<file path="src/verilog/pll_clock_defines.svh">
// register offsets, field positions, reset values and counts of the sampling-clock block
// assumes a 4-bit byte address on the plain register port, 32-bit data
`ifndef PLL_CLOCK_DEFINES_SVH
`define PLL_CLOCK_DEFINES_SVH

// ============================================================
// register offsets (byte addresses)
`define REG_LOOP_CTRL 4'h0
`define REG_LOOP_STATUS 4'h4
`define REG_IRQ_STATUS 4'h8
`define REG_IRQ_MASK 4'hC

// ============================================================
// control register fields and reset value
`define CTRL_W 7
`define CTRL_RESET 7'h00
`define IRQ_W 3

// ============================================================
// status register fields
`define STAT_BYPASS_BIT 0
`define STAT_LOCK_BIT 3
`define STAT_VCO_LSB 8
`define STAT_TOTAL_LSB 16

// ============================================================
// interrupt bits
`define IRQ_LOCK_GAINED 0
`define IRQ_LOCK_LOST 1
`define IRQ_RATE_LIMIT 2

// ============================================================
// divider ratios and lock detection counts
`define FB_RATIO_BASE 5'h10
`define FB_RATIO_STEP 5'h04
`define LOCK_WINDOW 5'h10
`define LOCK_GOOD_WINDOWS 3'h4
`define FACTOR_SCALE_SHIFT 2

`endif

</file>
<file path="src/verilog/pll_clock_pkg.sv">
// types shared by the sampling-clock block and its helpers
// assumes the defines header is included by the design files
package pll_clock_pkg;

    // ============================================================
    // divider selections
    typedef enum logic [1:0] {REF_DIV_1, REF_DIV_2, REF_DIV_4, REF_DIV_8} ref_sel_t;
    typedef enum logic [1:0] {FB_DIV_16, FB_DIV_20, FB_DIV_24, FB_DIV_28} fb_sel_t;

    // ============================================================
    // control register layout, msb first
    typedef struct packed {
        logic band_high;
        logic post_div2;
        fb_sel_t fb_sel;
        ref_sel_t ref_sel;
        logic loop_en;
    } ctrl_t;

    // ============================================================
    // state of the top module
    typedef struct packed {
        ctrl_t ctrl;
        logic [2:0] irq_stat;
        logic [2:0] irq_mask;
        logic [31:0] rdata;
        logic irq;
        logic sample_out;
        logic level_prev;
        logic lock_prev;
        logic clear;
        logic band_out;
        logic loop_out;
    } top_state_t;

endpackage

</file>
<file path="src/verilog/div_if.sv">
// carrier between the top and a programmable tick divider
// assumes one clock domain shared by both ends
`timescale 1ns/1ps
interface div_if;
    logic tick_in;
    logic [4:0] ratio;
    logic clear;
    logic tick_out;
    modport ctrl (output tick_in, output ratio, output clear, input tick_out);
    modport div (input tick_in, input ratio, input clear, output tick_out);
endinterface

</file>
<file path="src/verilog/tick_divider.sv">
// programmable divider: one output pulse per ratio input pulses
// assumes ratio is at least one and held steady between clears
`timescale 1ns/1ps
module tick_divider
    import pll_clock_pkg::*;
(
    input wire logic clk_sys,
    input wire logic resetn,
    div_if.div port
);
    typedef struct packed {
        logic [4:0] count;
        logic tick;
    } div_state_t;

    div_state_t st;
    div_state_t next_st;

    // ============================================================
    // count input pulses, wrap at ratio
    always_comb begin
        next_st = st;
        next_st.tick = 1'b0;
        if (port.clear) begin
            next_st.count = 5'h00;
        end else if (port.tick_in) begin
            if (st.count >= port.ratio - 5'h01) begin
                next_st.count = 5'h00;
                next_st.tick = 1'b1;
            end else begin
                next_st.count = st.count + 5'h01;
            end
        end
    end

    // register the state
    always_ff @(posedge clk_sys) begin
        if (!resetn) begin
            st <= '0;
        end else begin
            st <= next_st;
        end
    end

    assign port.tick_out = st.tick;
endmodule

</file>
<file path="src/verilog/lock_detect.sv">
// lock detector: compares divided reference and feedback pulses per window
// assumes both pulse trains are one-cycle pulses on clk_sys
`timescale 1ns/1ps
`include "pll_clock_defines.svh"
module lock_detect
    import pll_clock_pkg::*;
(
    input wire logic clk_sys,
    input wire logic resetn,
    input wire logic clear,
    input wire logic ref_tick,
    input wire logic fb_tick,
    output logic locked
);
    typedef struct packed {
        logic [4:0] ref_count;
        logic [5:0] fb_count;
        logic [2:0] good;
        logic locked;
    } lock_state_t;

    lock_state_t st;
    lock_state_t next_st;
    logic [5:0] fb_now;

    // ============================================================
    // a window is good when feedback count is within one of the reference
    always_comb begin
        next_st = st;
        fb_now = st.fb_count + {5'h00, fb_tick};
        next_st.fb_count = fb_now;
        if (clear) begin
            next_st = '0;
        end else if (ref_tick) begin
            if (st.ref_count == `LOCK_WINDOW - 5'h01) begin
                next_st.ref_count = 5'h00;
                next_st.fb_count = 6'h00;
                if (fb_now >= {1'b0, `LOCK_WINDOW} - 6'h01
                    && fb_now <= {1'b0, `LOCK_WINDOW} + 6'h01) begin
                    if (st.good == `LOCK_GOOD_WINDOWS - 3'h1) begin
                        next_st.locked = 1'b1;
                    end else begin
                        next_st.good = st.good + 3'h1;
                    end
                end else begin
                    next_st.good = 3'h0;
                    next_st.locked = 1'b0;
                end
            end else begin
                next_st.ref_count = st.ref_count + 5'h01;
            end
        end
    end

    // register the state
    always_ff @(posedge clk_sys) begin
        if (!resetn) begin
            st <= '0;
        end else begin
            st <= next_st;
        end
    end

    assign locked = st.locked;
endmodule

</file>
<file path="src/verilog/pll_clock_ctrl.sv">
// sampling-clock control: bypass or multiplier loop, dividers, lock flag, registers
// assumes the input pair and the feedback pulse are synchronous to clk_sys
// assumes a plain register port with read data one cycle after the read strobe
//
// The register addresses and the plain strobed port were chosen for this implementation.
`timescale 1ns/1ps
`include "pll_clock_defines.svh"

// Contract
// - in bypass, one sample strobe per rising edge of the input pair
// - reference divided by one, two, four or eight before the detector
// - feedback divider of 16, 20, 24 or 28 returns to the detector
// - optional divide by two after the oscillator feeds the converter
// - oscillator factor is feedback over reference; overall divides by post setting
// - two oscillator bands selectable; in loop mode, high band without post divide only raises the rate-limit interrupt
// - lock flag in status register reads one when locked, zero otherwise
module pll_clock_ctrl
    import pll_clock_pkg::*;
(
    input wire logic clk_sys,
    input wire logic resetn,
    input wire logic diff_clock_input_pair_p,
    input wire logic diff_clock_input_pair_n,
    input wire logic vco_fb_pulse,
    input wire logic [3:0] addr,
    input wire logic [31:0] wdata,
    input wire logic wr_en,
    input wire logic rd_en,
    output logic [31:0] rdata,
    output logic irq,
    output logic converter_sample_clock,
    output logic vco_band_high,
    output logic loop_enable
);

    // ============================================================
    // state and helper signals
    top_state_t st;
    top_state_t next_st;
    logic in_level;
    logic in_rise;
    logic loop_locked;
    logic loop_lock_flag;
    logic [4:0] ref_ratio;
    logic [4:0] fb_ratio;
    logic [7:0] vco_factor_x4;
    logic [7:0] total_factor_x4;
    logic [31:0] loop_status_register;
    logic [2:0] irq_events;
    logic rate_limit_hit;
    logic ctrl_write;

    div_if ref_bus ();
    div_if fb_bus ();
    div_if post_bus ();

    // ============================================================
    // input clock edge detection
    // the pair is taken as a level: high when the true side leads
    assign in_level = diff_clock_input_pair_p & ~diff_clock_input_pair_n;
    // rising edge of the input pair
    assign in_rise = in_level & ~st.level_prev;

    // ============================================================
    // divider ratios from the control register
    always_comb begin
        unique case (st.ctrl.ref_sel)
            REF_DIV_1: ref_ratio = 5'h01;
            REF_DIV_2: ref_ratio = 5'h02;
            REF_DIV_4: ref_ratio = 5'h04;
            REF_DIV_8: ref_ratio = 5'h08;
        endcase
    end

    // feedback ratio steps by four from sixteen
    assign fb_ratio = `FB_RATIO_BASE + 5'(`FB_RATIO_STEP * 5'(st.ctrl.fb_sel));

    // ============================================================
    // multiplication factors, scaled by four so quarter steps stay exact
    // reference ratios are powers of two, so division is a shift
    assign vco_factor_x4 = 8'({3'h0, fb_ratio} << `FACTOR_SCALE_SHIFT) >> st.ctrl.ref_sel;
    // post divide halves the oscillator factor
    assign total_factor_x4 = vco_factor_x4 >> st.ctrl.post_div2;

    // ============================================================
    // reference divider: input edges to the detector
    assign ref_bus.tick_in = in_rise & st.ctrl.loop_en;
    assign ref_bus.ratio = ref_ratio;
    assign ref_bus.clear = st.clear;

    tick_divider u_ref_div (
        .clk_sys(clk_sys),
        .resetn(resetn),
        .port(ref_bus.div)
    );

    // feedback divider: oscillator pulses back to the detector
    assign fb_bus.tick_in = vco_fb_pulse & st.ctrl.loop_en;
    assign fb_bus.ratio = fb_ratio;
    assign fb_bus.clear = st.clear;

    tick_divider u_fb_div (
        .clk_sys(clk_sys),
        .resetn(resetn),
        .port(fb_bus.div)
    );

    // post divider: oscillator pulses to the converter, by one or two
    assign post_bus.tick_in = vco_fb_pulse & st.ctrl.loop_en;
    assign post_bus.ratio = st.ctrl.post_div2 ? 5'h02 : 5'h01;
    assign post_bus.clear = st.clear;

    tick_divider u_post_div (
        .clk_sys(clk_sys),
        .resetn(resetn),
        .port(post_bus.div)
    );

    // ============================================================
    // lock detection on the divided pulse trains
    lock_detect u_lock (
        .clk_sys(clk_sys),
        .resetn(resetn),
        .clear(st.clear),
        .ref_tick(ref_bus.tick_out),
        .fb_tick(fb_bus.tick_out),
        .locked(loop_locked)
    );

    // lock is forced low in bypass where it means nothing
    assign loop_lock_flag = loop_locked & st.ctrl.loop_en;

    // ============================================================
    // status register image
    always_comb begin
        loop_status_register = 32'h0000_0000;
        loop_status_register[`STAT_BYPASS_BIT] = ~st.ctrl.loop_en;
        loop_status_register[`STAT_LOCK_BIT] = loop_lock_flag;
        loop_status_register[`STAT_VCO_LSB +: 8] = vco_factor_x4;
        loop_status_register[`STAT_TOTAL_LSB +: 8] = total_factor_x4;
    end

    // ============================================================
    // interrupt events
    // the high band undivided would pass the converter's top rate
    assign rate_limit_hit = st.ctrl.loop_en & st.ctrl.band_high & ~st.ctrl.post_div2;
    assign ctrl_write = wr_en && (addr == `REG_LOOP_CTRL);

    always_comb begin
        irq_events = 3'h0;
        irq_events[`IRQ_LOCK_GAINED] = loop_lock_flag & ~st.lock_prev;
        irq_events[`IRQ_LOCK_LOST] = ~loop_lock_flag & st.lock_prev;
        irq_events[`IRQ_RATE_LIMIT] = rate_limit_hit & st.clear;
    end

    // ============================================================
    // next state: register port, sample strobe, sticky flags
    always_comb begin
        next_st = st;
        next_st.level_prev = in_level;
        next_st.lock_prev = loop_lock_flag;
        next_st.clear = 1'b0;
        next_st.rdata = 32'h0000_0000;

        // register writes
        if (wr_en) begin
            unique case (addr)
                `REG_LOOP_CTRL: begin
                    next_st.ctrl = ctrl_t'(wdata[`CTRL_W-1:0]);
                end
                `REG_IRQ_MASK: begin
                    next_st.irq_mask = wdata[`IRQ_W-1:0];
                end
                default: begin
                    next_st.ctrl = st.ctrl;
                end
            endcase
        end

        // a new setting restarts the dividers and the lock search
        next_st.clear = ctrl_write;

        // register reads, data in the following cycle
        if (rd_en) begin
            unique case (addr)
                `REG_LOOP_CTRL: begin
                    next_st.rdata = {25'h0000000, st.ctrl};
                end
                `REG_LOOP_STATUS: begin
                    next_st.rdata = loop_status_register;
                end
                `REG_IRQ_STATUS: begin
                    next_st.rdata = {29'h00000000, st.irq_stat};
                end
                `REG_IRQ_MASK: begin
                    next_st.rdata = {29'h00000000, st.irq_mask};
                end
                default: begin
                    next_st.rdata = 32'h0000_0000;
                end
            endcase
        end

        // sticky flags: read clears, a new event wins over the clear
        if (rd_en && addr == `REG_IRQ_STATUS) begin
            next_st.irq_stat = irq_events;
        end else begin
            next_st.irq_stat = st.irq_stat | irq_events;
        end
        next_st.irq = |(next_st.irq_stat & st.irq_mask);

        // sampling strobe from the input edge or the post divider
        if (st.ctrl.loop_en) begin
            next_st.sample_out = post_bus.tick_out;
        end else begin
            next_st.sample_out = in_rise;
        end

        // drive the analog controls
        next_st.band_out = st.ctrl.band_high;
        next_st.loop_out = st.ctrl.loop_en;
    end

    // ============================================================
    // register the state
    always_ff @(posedge clk_sys) begin
        if (!resetn) begin
            st <= '0;
        end else begin
            st <= next_st;
        end
    end

    // ============================================================
    // outputs, all straight from flip-flops
    assign rdata = st.rdata;
    assign irq = st.irq;
    assign converter_sample_clock = st.sample_out;
    assign vco_band_high = st.band_out;
    assign loop_enable = st.loop_out;

endmodule

</file>
<file path="config.mk">
export PLATFORM = sky130hd
export DESIGN_NAME = pll_clock_ctrl
export DESIGN_NICKNAME = d
export VERILOG_FILES = /design/src/verilog/pll_clock_pkg.sv /design/src/verilog/div_if.sv /design/src/verilog/tick_divider.sv /design/src/verilog/lock_detect.sv /design/src/verilog/pll_clock_ctrl.sv
export VERILOG_INCLUDE_DIRS = /design/src /design/src/verilog
export SDC_FILE = /design/constraint.sdc
export NUM_CORES = 1
export LEC_CHECK = 0
export ABC_AREA = 1
export BUFFER_PORTS_ARGS = -buffer_cell sky130_fd_sc_hd__buf_2
export CELL_PAD_IN_SITES_DETAIL_PLACEMENT = 0
export CELL_PAD_IN_SITES_GLOBAL_PLACEMENT = 1
export CORE_MARGIN = 3
export CORE_UTILIZATION = 33
export CTS_CLUSTER_SIZE = 30
export DETAILED_ROUTE_END_ITERATION = 10
export PLACE_DENSITY_LB_ADDON = 0.05
export REMOVE_ABC_BUFFERS = 1
export SLEW_MARGIN = 5
export SYNTH_ARGS = -nofsm -noshare
export SYNTH_HDL_FRONTEND = slang
export SYNTH_SLANG_ARGS = --single-unit
</file>
<file path="constraint.sdc">
create_clock -name clk_sys -period 3.9 [get_ports clk_sys]
set_input_delay 0 -clock clk_sys [delete_from_list [all_inputs] [get_ports clk_sys]]
set_output_delay 0 -clock clk_sys [all_outputs]
set_load 0.02 [all_outputs]
</file>
==> results.json <==
{
  "setup_tns_ps": 0,
  "syn_inst": 421,
  "syn-cell-area_sq_um": 3360,
  "synth_edf_count": 0,
  "fp.dieW_microns": 107,
  "async_flop_share": 0,
  "start_util": 0.342,
  "htree_num_levels": 3,
  "yosysUniqueCellTypes": 37,
  "ir_drop_mv": 0.174,
  "cts_resized": 0,
  "skew_ps": 7.88,
  "hold_viol": 0,
  "gr-total-overflow": 0,
  "max_stage_delay_ps": 490,
  "num_vias": 2699,
  "whs_ps": 20.6,
  "end_kind": "flop",
  "worst_pin_slew_ps": 529,
  "worst_setup_path_start_kind": "flop",
  "path_class": "reg2reg",
  "synth_flop_cell": "dfxtp_1",
  "relSlewSlack": 0.647,
  "drc": 0,
  "syn2layout_area_growth_pct": 16.3,
  "grt_pass1_wl_microns": 12000,
  "rows": 36,
  "ant_nets": 0,
  "path_clk_slew_ps": 80,
  "die_y_microns": 107,
  "finalCritPeriodShare": 0.495,
  "required_ps": 4170,
  "cap_violations": 0,
  "vias_per_cell": 4.49,
  "grt_setup_unrepaired": "false",
  "syn_area_per_cell_sq_um": 7.99,
  "synth_warnings": 0,
  "cts_tree": "built",
  "hold_class": "in2reg",
  "grt_start_max_net_pins": 15,
  "first_pass_iters": 4,
  "ios": 79,
  "grt_usage": 0.131,
  "wl_microns": 7080,
  "yosysSeqAreaShare": 0.435,
  "drive_gt1_frac": 0.175,
  "postCtsHoldBufs": 16,
  "leakage_nw": 1.74,
  "min_period_ps": 1930,
  "power_density_nw_per_um2": 396,
  "cp_max_fo": 8,
  "die-area_sq_um": 11400,
  "num-fill-cells": 1074,
  "max_freq_mhz": 518,
  "cp_common_cell": "nand2_1",
  "arrival_ps": 2200,
  "port_buffers": 41,
  "drt_iter0_drc": 97,
  "p_total_mw": 1.55,
  "core_area_sq_um": 9820,
  "nets": 524,
  "numCtsBuffers": 9,
  "clock_latency_ps": 350,
  "crit_chain": "nand2_1, ha_1, a21oi_1, o21ai_0, o31ai_1, nand2_1, nor3_1",
  "synth_seq_cells": 73,
  "place_hpwl_microns": 5310,
  "numClockSinks": 73,
  "antenna_cells": 0,
  "wl_per_cell_microns": 11.8,
  "setup-violations-final": 0,
  "final_cells": 601,
  "cts_root_buffer": "clkbuf_8",
  "dp.cells": 569,
  "status": "complete, no violations",
  "critPathSlowestCell": "dfxtp_1",
  "final_max_slew_viol_count": 0,
  "grt_antenna_before_repair": 0,
  "stdcell_area_sq_um": 3910,
  "dpl_cell_area_sq_um": 3510,
  "cts_setup_buffers": 0,
  "grt_pass1_vias": 2456,
  "globalplace.congestion": 0.766,
  "cts.path.max_buffers": 2
}
layout by cell type, fill, tap and decap left out, types with 4 or more instances in the layout:
| cell type | synthesis | routed |
|---|---|---|
| a21oi_1 | 26 | 26 |
| buf_2 | 4 | 41 |
| clkbuf_8 | 0 | 9 |
| conb_1 | 2 | 14 |
| dfxtp_1 | 73 | 73 |
| dlygate4sd3_1 | 0 | 16 |
| ha_1 | 18 | 18 |
| inv_1 | 40 | 40 |
| inv_2 | 11 | 11 |
| nand2_1 | 62 | 62 |
| nand3_1 | 19 | 19 |
| nand4_1 | 14 | 14 |
| nor2_1 | 49 | 49 |
| nor3_1 | 13 | 13 |
| nor3_2 | 4 | 4 |
| o21ai_0 | 15 | 15 |
| xor2_1 | 7 | 7 |
state kept, by name, indices dropped and copies added, names as in the netlist, 2 cells and up:
signal         count
u_fb_div.st        5
u_lock.st         14
next_st            2
u_ref_div.st       5
u_post_div.st      5
rdata             20
st                13
critical path, delay by kind of cell (launching register included):
family / cells / cell delay, ps
AND/OR/NAND/NOR: 3 / 500
AO/OA/AOI/OAI: 3 / 540
flip-flops: 1 / 490
adder cells (fa/ha/maj): 1 / 330
worst paths after layout:
kind                       from              end  slack (ps)  depth (start not counted)
setup reg to reg         st[47]  u_ref_div.st[2]        1970                          7
hold / removal           resetn           st[41]          20                          3
hold reg to reg   u_lock.st[14]    u_lock.st[14]         440                          2
setup / recovery         st[47]  u_ref_div.st[2]        1970                          7
report_power, final:
| group | switching, mW | internal, mW | total (mW) | leakage (nW) |
|---|---|---|---|---|
| logic | 0.0511 | 0.0275 | 0.0786 | 1.03 |
| clock network | 0.293 | 0.425 | 0.717 | 0.115 |
| registers | 0.00416 | 0.749 | 0.753 | 0.589 |
metal layers:
| layer | track usage | vias up | share of wire | routed length, microns |
|---|---|---|---|---|
| li1 | - | 1419 | - | - |
| met1 | 0.185 | 1221 | 0.51 | 3590 |
| met2 | 0.198 | 54 | 0.44 | 3140 |
| met3 | 0.0397 | 5 | 0.040 | 284 |
| met4 | 0.0301 | 0 | 0.0089 | 63 |
| met5 | 0 | - | 0 | 0 |
per-stage QoR:
stage                util  worst slack [ps]
floorplan               -              2250
global placement    0.357              1980
detailed placement  0.357              1960
CTS                 0.398              1940
global route        0.398              1750
finish              0.398              1970
synthesized netlist by cell type (all sizes together), types with 3 or more instances:
cell type	n	share of area
buf	37	0.080
o21ai	18	0.027
a211oi	3	0.0082
xor2	7	0.018
nor2	54	0.070
a21oi	26	0.039
ha	18	0.067
o22ai	3	0.0056
nand2	64	0.073
nor3	17	0.031
nand3	19	0.028
nand4	15	0.030
dfxtp	73	0.43
inv	51	0.057
final cells by class:
| class | count | area [sq um] | area share |
|---|---|---|---|
| inverter | 53 | 199 | 0.0509 |
| timing repair buffer | 57 | 365 | 0.0934 |
| clock inverter | 7 | 119 | 0.0304 |
| clock buffer | 9 | 124 | 0.0317 |
| multi-input combinational | 269 | 1480 | 0.377 |
| tap | 133 | 166 | 0.0426 |
| sequential | 73 | 1460 | 0.374 |
logic make-up (layout without fill, tap and decap cells):
group,count (synthesis),after routing,share of synthesized area
AND/OR/NAND/NOR,171,171,0.237
buffers and inverters,91,126,0.140
flip-flops,73,73,0.435
AO/OA/AOI/OAI,59,59,0.100
adder cells (fa/ha/maj),18,18,0.0670
XOR/XNOR,7,7,0.0182
other,2,14,0.00223
Power figures use the tool's default switching activity.
